File: src/lindf_regs.vh
`ifndef LINDF_REGS_VH
`define LINDF_REGS_VH

// ----------------------------------------------------------------------------
// Register indices (byte address is four times the index)
// ----------------------------------------------------------------------------
`define LINDF_IDX_TO_CTRL      16'hA0B0
`define LINDF_IDX_RXTO_LOW     16'hA0B3
`define LINDF_IDX_RXTO_HIGH    16'hA0B4
`define LINDF_IDX_CLR_LOW      16'hA0B5
`define LINDF_IDX_CLR_HIGH     16'hA0B6
`define LINDF_IDX_WAKE_CFG     16'hA0B7
`define LINDF_IDX_ACT_WIDTH    16'hA0B8
`define LINDF_IDX_STATUS       16'hA0B9
`define LINDF_IDX_W            16

// ----------------------------------------------------------------------------
// Field positions
// ----------------------------------------------------------------------------
`define LINDF_CTRL_RXTO0_BIT   7
`define LINDF_CTRL_AUTOX_BIT   6
`define LINDF_WCFG_SWF_BIT     7
`define LINDF_WCFG_LWF_BIT     6
`define LINDF_WCFG_SWEN_BIT    5
`define LINDF_WCFG_LWEN_BIT    4
`define LINDF_WCFG_FLT_MSB     3
`define LINDF_WCFG_FLT_LSB     0
`define LINDF_STAT_RXTO_BIT    0
`define LINDF_STAT_STUCK_BIT   1
`define LINDF_STAT_RXD_BIT     2

// ----------------------------------------------------------------------------
// Reset values and widths
// ----------------------------------------------------------------------------
`define LINDF_RESET_BYTE       8'h00
`define LINDF_RXTO_W           17
`define LINDF_CLR_W            16
`define LINDF_ACT_W            8
`define LINDF_FLT_W            4

`endif

File: src/lindf_monitor.v
`timescale 1ns/1ps
`include "lindf_regs.vh"

// Functional notes
// Low timeout byte holds value bits 8..1, read/write, resets to zero.
// High timeout byte holds value bits 16..9, read/write, resets to zero.
// Clear width low byte, read/write, resets to zero.
// Clear width high byte, read/write, resets to zero.
// Wake-up needs dominant for filter setting plus one slow clock periods.
// Wake-up request raised only while the wake-up enable bit is set.
// Wake-up flag set by hardware, stays set until software writes zero.
// Stuck wake-up enable and flag; stuck request only when enabled.
// Enable set: leave break state automatically on receive dominant fault.
// Timeout after line dominant for 17-bit value plus one fast clock cycles.
// Stuck active after active width plus one, clear after clear width plus one.
module lindf_monitor (
  input wire hclk,               // Bus clock, 20 MHz
  input wire hresetn,            // Asynchronous reset, active low
  input wire hsel,               // AHB slave select
  input wire [31:0] haddr,       // AHB address
  input wire [1:0] htrans,       // AHB transfer type
  input wire hwrite,             // AHB write
  input wire [2:0] hsize,        // AHB transfer size
  input wire [31:0] hwdata,      // AHB write data
  input wire hready,             // AHB bus ready
  output wire hreadyout,         // AHB slave ready
  output wire hresp,             // AHB response, always OKAY
  output reg [31:0] hrdata,      // AHB read data
  input wire lin_rxd,            // Receive line from transceiver, low is dominant
  input wire fast_osc_clock,     // Internal fast oscillator, sampled
  input wire slow_osc_clock,     // Slow 32 kHz clock, sampled
  output reg rx_timeout_fault,   // Receive line dominant timeout reached
  output reg stuck_active,       // Bus stuck dominant state
  output reg break_exit_req,     // One-cycle request to leave the break state
  output wire lin_wakeup_req,    // LIN wake-up request
  output wire stuck_wakeup_req   // Bus stuck wake-up request
);

  // --------------------------------------------------------------------------
  // Input synchronisation and tick generation
  // --------------------------------------------------------------------------
  wire [2:0] sync_bus;
  wire rxd_s;
  wire fast_s;
  wire slow_s;
  reg fast_d_reg;
  reg slow_d_reg;
  wire fast_tick;
  wire slow_tick;
  wire dominant;

  lindf_sync #(
    .WIDTH(3)
  ) u_sync (
    .hclk(hclk),
    .hresetn(hresetn),
    .async_in({slow_osc_clock, fast_osc_clock, lin_rxd}),
    .sync_out(sync_bus)
  );

  assign rxd_s = sync_bus[0];
  assign fast_s = sync_bus[1];
  assign slow_s = sync_bus[2];

  always @(posedge hclk or negedge hresetn) begin
    if (!hresetn) begin
      fast_d_reg <= 1'b1;
      slow_d_reg <= 1'b1;
    end else begin
      fast_d_reg <= fast_s;
      slow_d_reg <= slow_s;
    end
  end

  // Sampled clocks only count correctly below half the bus clock rate
  assign fast_tick = fast_s & ~fast_d_reg;
  assign slow_tick = slow_s & ~slow_d_reg;
  assign dominant = ~rxd_s;

  // --------------------------------------------------------------------------
  // AHB-Lite slave
  // --------------------------------------------------------------------------
  reg wr_pend_reg;
  reg rd_pend_reg;
  reg [`LINDF_IDX_W-1:0] idx_reg;
  reg idx_ok_reg;
  wire accept;
  wire wr_en;
  wire [7:0] wbyte;

  assign accept = hsel & htrans[1] & hready;
  assign hreadyout = ~rd_pend_reg;
  assign hresp = 1'b0;
  assign wr_en = wr_pend_reg & idx_ok_reg;
  assign wbyte = hwdata[7:0];

  always @(posedge hclk or negedge hresetn) begin
    if (!hresetn) begin
      wr_pend_reg <= 1'b0;
      rd_pend_reg <= 1'b0;
      idx_reg <= {`LINDF_IDX_W{1'b0}};
      idx_ok_reg <= 1'b0;
    end else begin
      wr_pend_reg <= accept & hwrite;
      // Reads take one wait state so that a write just before is visible
      rd_pend_reg <= accept & ~hwrite;
      if (accept) begin
        idx_reg <= haddr[`LINDF_IDX_W+1:2];
        idx_ok_reg <= (haddr[31:`LINDF_IDX_W+2] == {(30-`LINDF_IDX_W){1'b0}}) && (haddr[1:0] == 2'b00);
      end
    end
  end

  // --------------------------------------------------------------------------
  // Registers
  // --------------------------------------------------------------------------
  reg [7:0] rx_timeout_control_reg;
  reg [7:0] rx_dominant_timeout_low_reg;
  reg [7:0] rx_dominant_timeout_high_reg;
  reg [7:0] stuck_clear_width_low_reg;
  reg [7:0] stuck_clear_width_high_reg;
  reg [7:0] stuck_active_width_reg;
  reg lin_wakeup_enable_reg;
  reg stuck_wakeup_enable_reg;
  reg [`LINDF_FLT_W-1:0] wakeup_filter_setting_reg;
  reg lin_wakeup_flag_reg;
  reg stuck_wakeup_flag_reg;
  wire lin_wake_event;
  wire stuck_event;
  wire sel_ctrl;
  wire sel_wcfg;

  assign sel_ctrl = wr_en && (idx_reg == `LINDF_IDX_TO_CTRL);
  assign sel_wcfg = wr_en && (idx_reg == `LINDF_IDX_WAKE_CFG);

  always @(posedge hclk or negedge hresetn) begin
    if (!hresetn) begin
      rx_timeout_control_reg <= `LINDF_RESET_BYTE;
      rx_dominant_timeout_low_reg <= `LINDF_RESET_BYTE;
      rx_dominant_timeout_high_reg <= `LINDF_RESET_BYTE;
      stuck_clear_width_low_reg <= `LINDF_RESET_BYTE;
      stuck_clear_width_high_reg <= `LINDF_RESET_BYTE;
      stuck_active_width_reg <= `LINDF_RESET_BYTE;
      lin_wakeup_enable_reg <= 1'b0;
      stuck_wakeup_enable_reg <= 1'b0;
      wakeup_filter_setting_reg <= {`LINDF_FLT_W{1'b0}};
    end else if (wr_en) begin
      case (idx_reg)
        `LINDF_IDX_TO_CTRL: begin
          rx_timeout_control_reg <= {wbyte[7:6], 6'h00};
        end
        `LINDF_IDX_RXTO_LOW: begin
          rx_dominant_timeout_low_reg <= wbyte;
        end
        `LINDF_IDX_RXTO_HIGH: begin
          rx_dominant_timeout_high_reg <= wbyte;
        end
        `LINDF_IDX_CLR_LOW: begin
          stuck_clear_width_low_reg <= wbyte;
        end
        `LINDF_IDX_CLR_HIGH: begin
          stuck_clear_width_high_reg <= wbyte;
        end
        `LINDF_IDX_ACT_WIDTH: begin
          stuck_active_width_reg <= wbyte;
        end
        `LINDF_IDX_WAKE_CFG: begin
          stuck_wakeup_enable_reg <= wbyte[`LINDF_WCFG_SWEN_BIT];
          lin_wakeup_enable_reg <= wbyte[`LINDF_WCFG_LWEN_BIT];
          wakeup_filter_setting_reg <= wbyte[`LINDF_WCFG_FLT_MSB:`LINDF_WCFG_FLT_LSB];
        end
        default: begin
        end
      endcase
    end
  end

  // Flags: a hardware event in the same cycle as a clearing write wins
  always @(posedge hclk or negedge hresetn) begin
    if (!hresetn) begin
      lin_wakeup_flag_reg <= 1'b0;
      stuck_wakeup_flag_reg <= 1'b0;
    end else begin
      if (lin_wake_event && lin_wakeup_enable_reg) begin
        lin_wakeup_flag_reg <= 1'b1;
      end else if (sel_wcfg && !wbyte[`LINDF_WCFG_LWF_BIT]) begin
        lin_wakeup_flag_reg <= 1'b0;
      end
      if (stuck_event && stuck_wakeup_enable_reg) begin
        stuck_wakeup_flag_reg <= 1'b1;
      end else if (sel_wcfg && !wbyte[`LINDF_WCFG_SWF_BIT]) begin
        stuck_wakeup_flag_reg <= 1'b0;
      end
    end
  end

  assign lin_wakeup_req = lin_wakeup_flag_reg & lin_wakeup_enable_reg;
  assign stuck_wakeup_req = stuck_wakeup_flag_reg & stuck_wakeup_enable_reg;

  // --------------------------------------------------------------------------
  // Read data
  // --------------------------------------------------------------------------
  reg [7:0] rd_byte;

  always @* begin
    rd_byte = 8'h00;
    if (idx_ok_reg) begin
      case (idx_reg)
        `LINDF_IDX_TO_CTRL: rd_byte = rx_timeout_control_reg;
        `LINDF_IDX_RXTO_LOW: rd_byte = rx_dominant_timeout_low_reg;
        `LINDF_IDX_RXTO_HIGH: rd_byte = rx_dominant_timeout_high_reg;
        `LINDF_IDX_CLR_LOW: rd_byte = stuck_clear_width_low_reg;
        `LINDF_IDX_CLR_HIGH: rd_byte = stuck_clear_width_high_reg;
        `LINDF_IDX_ACT_WIDTH: rd_byte = stuck_active_width_reg;
        `LINDF_IDX_WAKE_CFG: rd_byte = {stuck_wakeup_flag_reg, lin_wakeup_flag_reg, stuck_wakeup_enable_reg,
                                        lin_wakeup_enable_reg, wakeup_filter_setting_reg};
        `LINDF_IDX_STATUS: rd_byte = {5'h00, rxd_s, stuck_active, rx_timeout_fault};
        default: rd_byte = 8'h00;
      endcase
    end
  end

  always @(posedge hclk or negedge hresetn) begin
    if (!hresetn) begin
      hrdata <= 32'h00000000;
    end else if (rd_pend_reg) begin
      hrdata <= {24'h000000, rd_byte};
    end
  end

  // --------------------------------------------------------------------------
  // Receive line dominant timeout
  // --------------------------------------------------------------------------
  wire [`LINDF_RXTO_W-1:0] rx_dominant_timeout_value;
  reg [`LINDF_RXTO_W-1:0] rx_cnt_reg;
  reg rx_fault_d_reg;

  assign rx_dominant_timeout_value = {rx_dominant_timeout_high_reg, rx_dominant_timeout_low_reg,
                                      rx_timeout_control_reg[`LINDF_CTRL_RXTO0_BIT]};

  always @(posedge hclk or negedge hresetn) begin
    if (!hresetn) begin
      rx_cnt_reg <= {`LINDF_RXTO_W{1'b0}};
      rx_timeout_fault <= 1'b0;
    end else if (!dominant) begin
      rx_cnt_reg <= {`LINDF_RXTO_W{1'b0}};
      rx_timeout_fault <= 1'b0;
    end else if (fast_tick && !rx_timeout_fault) begin
      // Fault on the tick that completes value plus one periods
      if (rx_cnt_reg == rx_dominant_timeout_value) begin
        rx_timeout_fault <= 1'b1;
      end else begin
        rx_cnt_reg <= rx_cnt_reg + 1'b1;
      end
    end
  end

  always @(posedge hclk or negedge hresetn) begin
    if (!hresetn) begin
      rx_fault_d_reg <= 1'b0;
      break_exit_req <= 1'b0;
    end else begin
      rx_fault_d_reg <= rx_timeout_fault;
      break_exit_req <= rx_timeout_fault & ~rx_fault_d_reg & rx_timeout_control_reg[`LINDF_CTRL_AUTOX_BIT];
    end
  end

  // --------------------------------------------------------------------------
  // Bus stuck dominant detection
  // --------------------------------------------------------------------------
  localparam ST_FREE = 2'b01;
  localparam ST_STUCK = 2'b10;

  wire [`LINDF_CLR_W-1:0] stuck_clear_width;
  reg [1:0] st_reg;
  reg [1:0] st_next;
  reg [`LINDF_CLR_W-1:0] st_cnt_reg;
  reg [`LINDF_CLR_W-1:0] st_cnt_next;
  reg stuck_event_reg;

  assign stuck_clear_width = {stuck_clear_width_high_reg, stuck_clear_width_low_reg};
  assign stuck_event = stuck_event_reg;

  always @* begin
    st_next = st_reg;
    st_cnt_next = st_cnt_reg;
    case (st_reg)
      ST_FREE: begin
        if (!dominant) begin
          st_cnt_next = {`LINDF_CLR_W{1'b0}};
        end else if (slow_tick) begin
          if (st_cnt_reg[`LINDF_ACT_W-1:0] == stuck_active_width_reg) begin
            st_next = ST_STUCK;
            st_cnt_next = {`LINDF_CLR_W{1'b0}};
          end else begin
            st_cnt_next = st_cnt_reg + 1'b1;
          end
        end
      end
      ST_STUCK: begin
        if (dominant) begin
          st_cnt_next = {`LINDF_CLR_W{1'b0}};
        end else if (slow_tick) begin
          if (st_cnt_reg == stuck_clear_width) begin
            st_next = ST_FREE;
            st_cnt_next = {`LINDF_CLR_W{1'b0}};
          end else begin
            st_cnt_next = st_cnt_reg + 1'b1;
          end
        end
      end
      default: begin
        st_next = ST_FREE;
        st_cnt_next = {`LINDF_CLR_W{1'b0}};
      end
    endcase
  end

  always @(posedge hclk or negedge hresetn) begin
    if (!hresetn) begin
      st_reg <= ST_FREE;
      st_cnt_reg <= {`LINDF_CLR_W{1'b0}};
      stuck_active <= 1'b0;
      stuck_event_reg <= 1'b0;
    end else begin
      st_reg <= st_next;
      st_cnt_reg <= st_cnt_next;
      stuck_active <= (st_next == ST_STUCK);
      stuck_event_reg <= (st_reg == ST_FREE) && (st_next == ST_STUCK);
    end
  end

  // --------------------------------------------------------------------------
  // LIN wake-up filter
  // --------------------------------------------------------------------------
  reg [`LINDF_FLT_W-1:0] wk_cnt_reg;
  reg wk_done_reg;
  reg wk_event_reg;

  // One event per dominant phase; a longer pulse does not repeat it
  always @(posedge hclk or negedge hresetn) begin
    if (!hresetn) begin
      wk_cnt_reg <= {`LINDF_FLT_W{1'b0}};
      wk_done_reg <= 1'b0;
      wk_event_reg <= 1'b0;
    end else begin
      wk_event_reg <= 1'b0;
      if (!dominant) begin
        wk_cnt_reg <= {`LINDF_FLT_W{1'b0}};
        wk_done_reg <= 1'b0;
      end else if (slow_tick && !wk_done_reg) begin
        if (wk_cnt_reg == wakeup_filter_setting_reg) begin
          wk_done_reg <= 1'b1;
          wk_event_reg <= 1'b1;
        end else begin
          wk_cnt_reg <= wk_cnt_reg + 1'b1;
        end
      end
    end
  end

  assign lin_wake_event = wk_event_reg;

endmodule

File: src/lindf_sync.v
`timescale 1ns/1ps
module lindf_sync #(
  parameter WIDTH = 3
) (
  input wire hclk,                // Bus clock
  input wire hresetn,             // Asynchronous reset, active low
  input wire [WIDTH-1:0] async_in, // Signals from outside the clock domain
  output wire [WIDTH-1:0] sync_out // Signals after two flip-flops
);

  reg [WIDTH-1:0] meta_reg;
  reg [WIDTH-1:0] sync_reg;

  always @(posedge hclk or negedge hresetn) begin
    if (!hresetn) begin
      meta_reg <= {WIDTH{1'b1}};
      sync_reg <= {WIDTH{1'b1}};
    end else begin
      meta_reg <= async_in;
      sync_reg <= meta_reg;
    end
  end

  assign sync_out = sync_reg;

endmodule
File: config.mk
export PLATFORM = sky130hd
export DESIGN_NAME = lindf_monitor
export DESIGN_NICKNAME = d
export VERILOG_FILES = /design/src/lindf_monitor.v /design/src/lindf_sync.v
export VERILOG_INCLUDE_DIRS = /design/src
export SDC_FILE = /design/constraint.sdc
export NUM_CORES = 1
export LEC_CHECK = 0
export ABC_AREA = 0
export BUFFER_PORTS_ARGS = -buffer_cell sky130_fd_sc_hd__buf_2
export CAP_MARGIN = 20
export CORE_MARGIN = 2
export CORE_UTILIZATION = 50
export CTS_CLUSTER_SIZE = 28
export DETAILED_ROUTE_END_ITERATION = 10
export GPL_ROUTABILITY_DRIVEN = 0
export HOLD_SLACK_MARGIN = 0.02
export PLACE_DENSITY = 0.77
export SYNTH_ARGS = -nofsm -noshare
export SYNTH_HDL_FRONTEND = slang
export SYNTH_HIERARCHICAL = 1
export SYNTH_SLANG_ARGS = --single-unit
File: constraint.sdc
create_clock -name hclk -period 3.1 [get_ports hclk]
set_clock_uncertainty 0.05 [all_clocks]
set_input_delay 0.31 -clock hclk [delete_from_list [all_inputs] [get_ports hclk]]
set_output_delay 0.31 -clock hclk [all_outputs]
set_load 0.01 [all_outputs]
# Word-level counts from Yosys, hierarchy flattened
# Index checks and enable logic that the tools add are counted.
# word_totals
ff_bits,131
input_bits,77
output_inout_bits,39
wordCells,137
# classes
add_sub_neg,3
eq_ne,19
mux,35
bitwise_logic,16
reduce_logical,33
# ops
cell,n
$eq 16x16->1 const B,8
$mux 16,6
$pmux 8 s8,1
$mux 17,3
$pmux 16 s2,1
$reduce_and 2->1,12
$add 17x1->17 const B,1
$eq 17x17->1,1
$add 16x1->16 const B,1
$eq 16x16->1,1
$logic_not 14->1,1
$mux 1,13
$mux 2,6
$mux 4,3
$reduce_bool 2->1,6
$and 1x1->1,11
$logic_and 1x1->1,9
$eq 8x8->1,1
$mux 8,1
$not 1->1,5
$add 4x1->4 const B,1
$eq 2x2->1 const B,2
$eq 4x4->1,1
$logic_not 1->1,4
6 further kinds,7

# Longest topological paths before layout
# Gate-level depths: netlist of run 1.
# logic_depth
ltp_word,7
depth_mapped,8
ltp_nobuf,8

# Cells and area by module
# Netlist of run 1, hierarchy kept.
# by_module_without_submodules
module,n_inst,cells_each,area_per_inst_um2,seq_area_each_um2
lindf_monitor,1,580,6482.5,3131.8
lindf_sync,1,6,157.7,157.7

# Worst setup path after synthesis of run 1
# OpenSTA, ideal clock, no wires.
# synth_path
path_kind,register to register
from,register idx_reg[9]
to,register stuck_clear_width_high_reg[0]
setup_time_ps,125
arrival_ps,1997
required_time_ps,2925
slack_ps,928
path_stages_with_launch,7
n_path_buf,1
synth_period_minus_slack_ps,2172
path_cell_list,dfrtp_1 -> nor4_4 -> nand4_4 -> or2_1 -> buf_6 -> nor3b_4 -> mux2_2
# synth_via
elab_chain_cells,2
# synth_rtl
element,line,text
start: declaration,lindf_monitor.v:85,reg [`LINDF_IDX_W-1:0] idx_reg;
start signal: assignment,lindf_monitor.v:101,idx_reg <= {`LINDF_IDX_W{1'b0}};
start signal: assignment,lindf_monitor.v:108,idx_reg <= haddr[`LINDF_IDX_W+1:2];
$eq 16x16->1,lindf_monitor.v:148,case (idx_reg)
$reduce_and 2->1 (no line),n/a,
end signal: assignment,lindf_monitor.v:142,stuck_clear_width_high_reg <= `LINDF_RESET_BYTE;
end signal: assignment,lindf_monitor.v:162,stuck_clear_width_high_reg <= wbyte;
end: declaration,lindf_monitor.v:121,reg [7:0] stuck_clear_width_high_reg;
# Every way passes these cells.
# A chain may end at the register's enable or synchronous reset.

# Worst setup path after layout of run 1
# layout_path
from,register idx_reg[6]
to,register stuck_clear_width_high_reg[1]
# The elaborated chain is that of the path after synthesis.

==> summary.md, run 1 <==
| Metric | Value |
|---|---|
| Crit end category | flip-flop |
| Die Footprint | 14200 sq um |
| Fmax | 0.402 GHz |
| Die Ht | 119 microns |
| Yosys reg bits | 131 |
| Iter 0 DRT Violations | 323 |
| CP max FO | 9 |
| Actual slew at the worst max-slew pin | 0.848 ns |
| Seq/Total Area, Yosys | just under 50% |
| # diodes | 0 |
| Cell Pwr Density | 539 nW/um^2 |
| Number of synthesized flops with an enable pin | 0 |
| IR Drop Worst-Case VDD | 0.000391 V |
| Via count | 4887 |
| Number of global-route vias before repair | 4954 |
| Post-synthesis cell count | roughly 590 |
| Clock Sinks | 131 |
| Period utilization | 80.3% |
| Largest net degree at the start of global routing | 64 |
| Placeable core area | 13100 sq um |
| Final ANT Viol Nets | 0 |
| Setup CP Type | flip-flop to flip-flop |
| Startpoint types | flip-flop |
| Row Count | 42 |
| Max-cap viol count | 0 |
| GRT Overall Usage | 23.2% |
| Syn_area_per_cell | 11.3 sq um |
| Placement Cell Area | 7090 sq um |
| M3 GR Usage | under 10% |
| Slowest stage delay, CP | 0.50 ns |
| Post-synth cell types | 63 |
| Dominant synthesized flop cell | dfrtp_1 |
| Worst-path clk slew | 0.06 ns |
| Fin crit period | 2.49 ns |
| Global-route wire length before repair | 25300 microns |
| DP Worst Slack | between 0.6 and 0.7 ns |
| Ys Warns | 6 |
| Fin util | 58.7% |
| Unrepaired setup endpoints after global routing | no |
| GR peak layer | met2 |
| Initial antenna violation count | 0 |
| Total Power | 4140 uW |
| Largest register FFs | 17 |
| Static Leak | 0.00361 uW |
| Setup bufs post-CTS | 0 |
| Met1 Track Usage GR | 29.5% |
| Dpl hpwl | 11200 microns |
| Asr flop ratio synth | between 90% and 100% |
| Pins Over Slew Limit | 0 |
| Setup TNS | 0 ns |
| CTS Buf Count | 17 |
| Max-slew headroom | 43.3% |
| Total gr overflow | 0 |
| Met2 GRT Util | between 30% and 40% |
| Port Buffers | 62 |
| Final Hold Viols | 0 |
| Fraction of layout cells with a size suffix above 1 | 28.6% |
| Class of the worst hold path | input pin to flip-flop |
| Clock Tree Root | clkbuf_16 |
| Slowest-stage cell, CP | nor3b_4 |
| Setup ws final | around 0.61 ns |
| 1st-pass router iterations | 7 |
| H-Tree Depth | 4 |
| Buffer depth of the longest clock path | 2 |
| CP cell instances | and4b_1 -> nand4_4 -> or2_1 -> nor3b_4 -> mux2_2 |
| Fin area | between 7000 and 8000 sq um |
| # DRC | 0 |
| Vias per Instance | 5.72 |
| Area grow syn2layout | 15.7% |
| Top-Level Pins | between 100 and 150 |
| Cell Area, Synth | between 6000 and 7000 sq um |
| CTS tree | done |
| Final setup fails | 0 |
| Outcome | complete, no violations |
| Die W | 119 microns |
| # nets final | 747 |
| Worst EP required | 3.35 ns |
| # fillers | between 1000 and 1500 |
| Initial core utilization | slightly above 50% |
| Worst-Skew Late Latency | approximately 0.42 ns |
| Wirelength per Cell | 18.2 microns |
| Critical Path AT | 2.74 ns |
| Total wire length | 15500 microns |
==> cells in the final DEF (no fill, tap or decap), types with 13 or more instances in the layout <==
| cell | netlist | routed |
|---|---|---|
| xor2_1 | 41 | 41 |
| nand3_1 | 14 | 14 |
| mux2_2 | 71 | 71 |
| nor2b_1 | 13 | 13 |
| nand2_1 | 28 | 28 |
| o21ai_0 | 17 | 17 |
| dfrtp_1 | 122 | 122 |
| conb_1 | 1 | 25 |
| buf_2 | 4 | 61 |
| nor4_1 | 13 | 13 |
| clkbuf_16 | 0 | 17 |
| nor2_1 | 50 | 50 |
| xnor2_1 | 22 | 22 |
| a21oi_1 | 16 | 16 |
==> logic make-up after synthesis <==
logic type,Yosys count,synth area share [%]
AND/OR/NAND/NOR,177,14.6
flip-flops,131,49.5
adder cells (fa/ha/maj),5,0.942
XOR/XNOR,63,8.31
other,1,0.0565
AO/OA/AOI/OAI,80,8.27
multiplexers,77,13.7
buffers and inverters,52,4.54
==> cell usage after synthesis, types with 7 or more instances <==
library cell / n / area (sq um)
nor2b_1: 13 / 81.3
inv_1: 11 / 41.3
nor4_1: 13 / 81.3
dfstp_2: 9 / 236
or3_1: 8 / 50.1
nand2_1: 28 / 105
xor2_1: 41 / 359
mux2_2: 71 / 800
nor3_1: 7 / 35.0
xnor2_1: 22 / 193
dfrtp_1: 122 / 3050
nand3_1: 14 / 70.1
nor2_1: 50 / 188
a21oi_1: 16 / 80.1
clkbuf_1: 8 / 30.0
nand4_1: 10 / 62.6
buf_4: 25 / 188
o21ai_0: 17 / 85.1
==> stage by stage <==
stage / std cells / hold WS [ns]
after floorplan: 610 / -0.0356
after detailed placement: 817 / 0.298
after CTS: 854 / 0.0579
final: 854 / 0.0694
after global routing: 854 / 0.0646
after global placement: 817 / 0.295
==> layer usage <==
| layer | up-vias | wire [microns] |
|---|---|---|
| li1 | 2210 | - |
| met1 | 2396 | 6400 |
| met2 | 246 | 7560 |
| met3 | 35 | 1210 |
| met4 | 0 | 383 |
| met5 | - | 0 |
==> worst max-delay path: cells and delay by family (launching register included) <==
family,cells,cell delay [ns]
and+or+nand+nor,4,1.54
muxes,1,0.40
DFF,1,0.38
==> cell type report <==
cell class                      instances  area (sq um)  share of cell area [%]
Multi-Input combinational cell        427          3140                    40.8
Clock inverter                         10          83.8                    1.09
Inverter                               12          45.0                   0.586
Sequential cell                       131          3290                    42.8
Tap cell                              176           220                    2.87
Timing Repair Buffer                   76           443                    5.76
Clock buffer                           22           464                    6.04
==> power by group <==
part | internal, uW | leakage, uW | switching (uW)
combinational | 178 | 0.00161 | 251
sequential | 1790 | 0.00173 | 64.1
clock | 1130 | 0.000269 | 717
total | 3110 | 0.00361 | 1030
==> timing repair <==
action / CTS / global route
resized for setup: 0 / 0
endpoints found under the hold margin: 55 / 0
hold buffers: 5 / 0
==> path summary, 6_finish.rpt <==
check                      slack (ns)                        endpoint                from  cells after the start
max                              0.61   stuck_clear_width_high_reg[1]          idx_reg[6]                      5
min                              0.07                     idx_reg[15]           haddr[17]                      2
max reg2reg                      0.61   stuck_clear_width_high_reg[1]          idx_reg[6]                      5
min reg2reg                      0.30              u_sync/sync_out[1]  u_sync/meta_reg[1]                      0
max in group asynchronous        1.79  rx_dominant_timeout_low_reg[5]             hresetn                      3
min in group asynchronous        0.46                      idx_ok_reg             hresetn                      2
Power figures use the tool's default switching activity.
==> inputs of run 2 (changes only) <==
PLACE_DENSITY = 0.8   (was 0.77)
clock period = 2.2 ns   (was 3.1 ns; I/O delays follow)
==> run 2 against run 1 <==
Net effect:
- routed wire length rose by 7.7%
- combinational power grew 62%
- sequential cell count is the same
- count of clock-buffer cells in the layout increased by 1
- power is 53% higher
- worst setup slack lost 0.56 ns
- hold slack lost 0.041 ns
- via count is 4.9% higher
- global-route usage rose by 1.1 points
- sequential share of layout area fell by 3.4 points
- sequential power increased by 41%
- non-clock buffer count grew 47
==> summary.md, run 2 (same netlist as run 1, synthesis figures left out) <==
| Metric | Value |
|---|---|
| # diodes | 0 |
| Proportion of power drawn by the clock network | 47.8% |
| Outcome | complete, no violations |
| DP Worst Slack | -0.0263 ns |
| Iter 0 DRT Violations | 412 |
| Final Hold Viols | 0 |
| P_int | 4840 uW |
| H-Tree Depth | 4 |
| Class of the worst hold path | input pin to flip-flop |
| Die W | 119 microns |
| Wirelength per Cell | 18.6 microns |
| Startpoint types | flip-flop |
| Port Buffers | 62 |
| CP Depth | 8 |
| Critical Path AT | 2.45 ns |
| Setup TNS | 0 ns |
| Die Ht | 119 microns |
| CTS Buf Count | 17 |
| Slowest stage delay, CP | ~0.41 ns |
| Fmax | 0.466 GHz |
| Final ANT Viol Nets | 0 |
| Via count | 5127 |
| Met2 GRT Util | 39.6% |
| Placement Cell Area | 7320 sq um |
| Setup ws final | about 0.055 ns |
| 1st-pass router iterations | 5 |
| Unrepaired setup endpoints after global routing | yes |
| Switching Fraction | a little under a quarter |
| Crit end category | flip-flop |
| Global-route wire length before repair | about 27000 microns |
| # DRC | 0 |
| Initial antenna violation count | 0 |
| Total wire length | approximately 17000 microns |
| Row Count | 42 |
| IR Drop Worst-Case VDD | 0.000452 V |
| Initial core utilization | 50.7% |
| Hold depth | 4 |
| Placeable core area | between 10000 and 15000 sq um |
| Fraction of layout cells with a size suffix above 1 | 34.1% |
| Most common cell after layout, fill and taps aside | dfrtp_1 |
| # nets final | just under 800 |
| Sw power | approximately 1500 uW |
| Clock Sinks | 131 |
| Number of global-route vias before repair | 5316 |
| M3 GR Usage | 6.08% |
| CP max FO | 4 |
| Worst R2R Path Depth | 8 |
| Worst-Skew Late Latency | 0.42 ns |
| Most frequent cells in the layout | dfrtp_1, mux2_2, buf_2, nor2_1, xor2_1 |
| CP dominant cell by count | nor4_4 |
| Largest net degree at the start of global routing | 132 |
| Clock Tree Root | clkbuf_16 |
| Dpl hpwl | 11400 microns |
| GRT Overall Usage | between 20% and 30% |
| Combinational share of power | 11.0% |
| Met1 Track Usage GR | a little under a third |
| WHS | approximately 0.028 ns |
| Static Leak | approximately 0.0039 uW |
| Worst-path clk slew | 0.06 ns |
| Fin crit period | 2.14 ns |
| Sequential share of power | roughly two fifths |
| Area grow syn2layout | 25.9% |
| CP cell instances | nor4_4 -> nand2_1 -> buf_6 -> nor4_4 -> buf_4 -> a22oi_1 -> a31oi_1 -> a21o_1 |
| Max-slew headroom | 50.4% |
| GR peak layer | met2 |
| Worst EP required | 2.51 ns |
| Max-cap viol count | 0 |
| Slowest-stage cell, CP | dfrtp_1 |
| Actual slew at the worst max-slew pin | 0.744 ns |
| Final setup fails | 0 |
| Largest register FFs | 17 |
| Top-Level Pins | 116 |
| CTS tree | done |
| Vias per Instance | approximately 5.7 |
| Fin util | 63.9% |
| Die Footprint | 14200 sq um |
| Setup CP Type | flip-flop to flip-flop |
| Buffer depth of the longest clock path | 2 |
| Period utilization | 97.5% |
| Fin area | 8360 sq um |
| Delay-heaviest family, CP | simple AND/OR/NAND/NOR gates |
| Pins Over Slew Limit | 0 |
| Cell Pwr Density | 759 nW/um^2 |
| Total gr overflow | 0 |
| Worst path buffer plus inverter count | 2 |
-- run 2: cell count changes in the layout (fill, tap and decap cells not counted), moves of 3 or more --
cell,delta
clkinv_2,-3
dlygate4sd3_1,+16
buf_12,+3
nor2_1,-3
mux2_2,-8
nor4_1,-3
mux2_4,+8
bufinv_16,+3
buf_4,+26
-- run 2: area by class of cell --
class / count / area, sq um
sequential: 131 / 3290
timing repair buffer: 123 / 881
clock inverter: 9 / 150
multi-input combinational: 427 / 3290
tap: 176 / 220
clock buffer: 23 / 488
inverter: 12 / 45.0
fill: 959 / 4720
-- run 2: routing by layer --
| metal | up-vias | wire (microns) |
|---|---|---|
| met1 | 2541 | 6810 |
| li1 | 2307 | - |
| met4 | 0 | 300 |
| met5 | - | 0 |
| met2 | 256 | 8440 |
| met3 | 23 | 1200 |
-- run 2: stage by stage --
stage                     instances  total power, uW
after CTS                       896             6320
after global placement          843             3230
after floorplan                 610             3050
after global routing            901             6570
final                           901             6350
after detailed placement        843             3270
-- run 2: worst min-delay path, stage by stage --
cell and delay [ns]:
buf_2 0.07, nor4_1 0.04, nand4_1 0.06, o21ai_0 0.06
-- run 2: final timing paths --
path	from	to	slack [ns]
max reg2reg	idx_reg[9]	hrdata[1]	0.06
min	haddr[27]	idx_ok_reg	0.03
min reg2reg	u_sync/meta_reg[1]	u_sync/sync_out[1]	0.30
max in group asynchronous	hresetn	st_cnt_reg[3]	1.12
min in group asynchronous	hresetn	idx_reg[12]	0.33
max	idx_reg[9]	hrdata[1]	0.06
-- run 2: timing repair --
action	4_1_cts	5_1_grt
setup buffers	0	5
hold endpoints to repair	143	0
hold buffers	21	0
endpoints found under the setup margin	26	40
pin swaps	2	13
gates resized for setup	4	31
-- run 2: power groups by stage --
stage	logic (uW)	clock network [uW]	registers (uW)
after floorplan	427	0	2630
after global placement	586	0	2640
after detailed placement	621	0	2650
after CTS	656	3050	2610
after global routing	760	3180	2630
final	698	3030	2620
==> inputs of run 3 (changes only) <==
ABC_AREA = 1   (was 0)
==> run 3 against run 2 <==
Net effect:
- first-iteration DRC count grew 30%
- non-clock buffer count shrank 25
- sequential share of layout area shrank 0.81 points
- via count grew 26%
- routed wire length grew 7.0%
- final area grew 2.0%
- combinational power shrank 35%
- register-to-register slack gained 0.19 ns
- synthesized cell count grew 65%
- area after synthesis grew 11%
- critical endpoint is now st_cnt_reg[8]
==> summary.md, run 3 <==
| Metric | Value |
|---|---|
| Placed cells | 1192 |
| Synth Area in Adders | 0.850% |
| Global-route wire length before repair | 29600 microns |
| IR Drop Worst-Case VDD | 0.000531 V |
| Largest register FFs | 17 |
| Yosys reg bits | 131 |
| Vias per Instance | 5.18 |
| H-Tree Depth | 4 |
| Cell Pwr Density | 661 nW/um^2 |
| Mux share of post-synthesis cell area | 0% |
| Fin crit period | between 1.5 and 2 ns |
| Setup TNS | 0 ns |
| Worst-Skew Late Latency | 0.42 ns |
| Critical Path AT | between 2 and 2.5 ns |
| Final Hold Viols | 0 |
| Synth Area in Compound Gates | 7.46% |
| Outcome | complete, no violations |
| Number of synthesized flops with an enable pin | 0 |
| Startpoint types | flip-flop |
| CTS tree | done |
| Ys Warns | 6 |
| Pins Over Slew Limit | 0 |
| Crit end category | flip-flop |
| Setup crit start | st_reg[0] |
| Wirelength per Cell | 14.4 microns |
| Dpl hpwl | 12500 microns |
| Fraction of layout cells with a size suffix above 1 | ~14% |
| Total wire length | 17900 microns |
| Number of global-route vias before repair | about 6100 |
| # nets final | 1134 |
| Worst EP required | 2.50 ns |
| Die Ht | 125 microns |
| Class of the worst hold path | input pin to flip-flop |
| GRT Overall Usage | about a quarter |
| Fin util | 58.9% |
| Final setup fails | 0 |
| Initial antenna violation count | 0 |
| PostCTS Resize Cnt | 0 |
| Post-Synth Simple-Gate Area | 32.4% |
| Initial core utilization | 50.8% |
| Synth top area cells | dfrtp_1, nand2_1, nand3_1, nor2_1, inv_1 |
| # diodes | 0 |
| Row Count | between 40 and 50 |
| Seq/Total Area, Yosys | between 40% and 50% |
| Cell Area, Synth | 7360 sq um |
| Port Buffers | 62 |
| Clock Sinks | ~130 |
| Slowest-stage cell, CP | dfstp_2 |
| Setup CP Type | flip-flop to flip-flop |
| CP cell instances | inv_1 -> ha_1 -> nand2_1 -> a21oi_4 -> inv_2 -> a31oi_1 -> or2_2 -> a21oi_1 |
| Fmax | between 0.5 and 0.6 GHz |
| Static Leak | 0.00449 uW |
| Period utilization | about nine tenths |
| Largest net degree at the start of global routing | 46 |
| Main combinational cell family by area after synthesis | simple AND/OR/NAND/NOR gates |
| Max-slew headroom | 66.2% |
| Syn_area_per_cell | roughly 7.6 sq um |
| Die W | 125 microns |
| Via count | 6463 |
| R2R Path Start | st_reg[0] |
| Post-synth cell types | 44 |
| CTS Buf Count | 17 |
| Most frequent cells after synthesis | nand2_1, dfrtp_1, nor2_1 |
| Iter 0 DRT Violations | 537 |
| Top-Level Pins | roughly 120 |
| Worst R2R Path Depth | 8 |
| CP Capture Point | st_cnt_reg[8] |
| Final ANT Viol Nets | 0 |
| Largest area contributor in the netlist | dfrtp_1 |
| Most frequent cells in the layout | nand2_1, dfrtp_1, nor2_1, inv_1, nand3_1 |
| Reg2reg setup slack | 0.25 ns |
| Buffer depth of the longest clock path | 2 |
| Share of the synthesized area in the top cell type | 41.5% |
| 1st-pass router iterations | 7 |
| Most common cell after layout, fill and taps aside | nand2_1 |
| Dominant synthesized flop cell | dfrtp_1 |
| CP max FO | 18 |
| # DRC | 0 |
| Max-cap viol count | 0 |
| Asr flop ratio synth | 100% |
| Die Footprint | 15700 sq um |
| Post-Synth XOR/XNOR Area | 4.76% |
| Slowest stage delay, CP | about 0.54 ns |
| Actual slew at the worst max-slew pin | around 0.50 ns |
| Placeable core area | 14500 sq um |
| Finished Layout Cells | 1248 |
| Clock Tree Root | clkbuf_16 |
| Worst-path clk slew | 0.06 ns |
| Count leader, synth | nand2_1 |
| FF-to-FF End | st_cnt_reg[8] |
| Area grow syn2layout | 15.9% |
| Unrepaired setup endpoints after global routing | no |
| # fillers | between 1000 and 1500 |
| Post-synthesis cell count | 966 |
| Total gr overflow | 0 |
[run 3: cell types whose count changed after synthesis, sizes merged, moves of 13 or more]
cell / delta
nand3: +75
mux2: -71
nor2: +46
o21ai: +55
nor4: -13
nor2b: -13
nand2: +286
xor2: -16
inv: +84
[run 3: how the worst min path moves through the flow]
stage	start	end	slack, ns	cells after the start
after detailed placement	hresetn	break_exit_req	0.13	1
final	haddr[28]	idx_ok_reg	0.03	4
after global placement	hresetn	break_exit_req	0.13	1
after global routing	haddr[28]	idx_ok_reg	0.03	4
after floorplan	hresetn	break_exit_req	-0.13	0
after CTS	haddr[28]	idx_ok_reg	0.02	4
[run 3: cells by family after synthesis]
logic type      after synthesis
flops                       131
xor+xnor                     40
buf+inv                     151
simple gates                540
compound gates               98
other cells                   1
fa+ha+maj                     5
[run 3: timing repair]
item | in CTS | in global routing
buffers inserted | 0 | 0
hold buffers | 25 | 0
hold endpoints to repair | 62 | 0
[run 3: area by class of cell]
cell class	instances	area [sq um]	area share [%]
Clock buffer	21	450	5.28
Clock inverter	10	86.3	1.01
Inverter	96	363	4.25
Multi-Input combinational cell	708	3440	40.3
Sequential cell	131	3290	38.6
Tap cell	184	230	2.70
Timing Repair Buffer	98	674	7.91
[run 3: power breakdown]
part           switching, uW  internal (uW)  total (uW)
clock network           1040           1560        2610
logic                    295            161         457
registers               79.7           2500        2580
total                   1420           4220        5640
[run 3: critical path, delay by kind of cell (launching register included)]
kind            cells  cell delay, ns
fa+ha+maj           1            0.22
simple gates        2            0.41
compound gates      3            0.36
buf+inv             2            0.31
flops               1            0.54
[run 3: layer usage]
layer / part of all wire (%) / vias to the layer above / GRT usage (%)
met5: 0 / - / 0
met4: 1.5 / 0 / 7.97
met3: 5.6 / 25 / 4.49
met2: 49 / 200 / 40.5
met1: 44 / 3048 / 30.4
li1: - / 3190 / -
[run 3: metrics by stage]
stage | instance area (sq um) | setup WS (ns) | hold slack (ns) | total power [uW]
floorplan | 7450 | 0.525 | -0.126 | 2890
global placement | 7740 | 0.302 | 0.128 | 3020
detailed placement | 7740 | 0.280 | 0.130 | 3030
CTS | 8530 | 0.254 | 0.0249 | 5670
global route | 8530 | 0.0721 | 0.0274 | 5850
finish | 8530 | 0.249 | 0.0294 | 5640
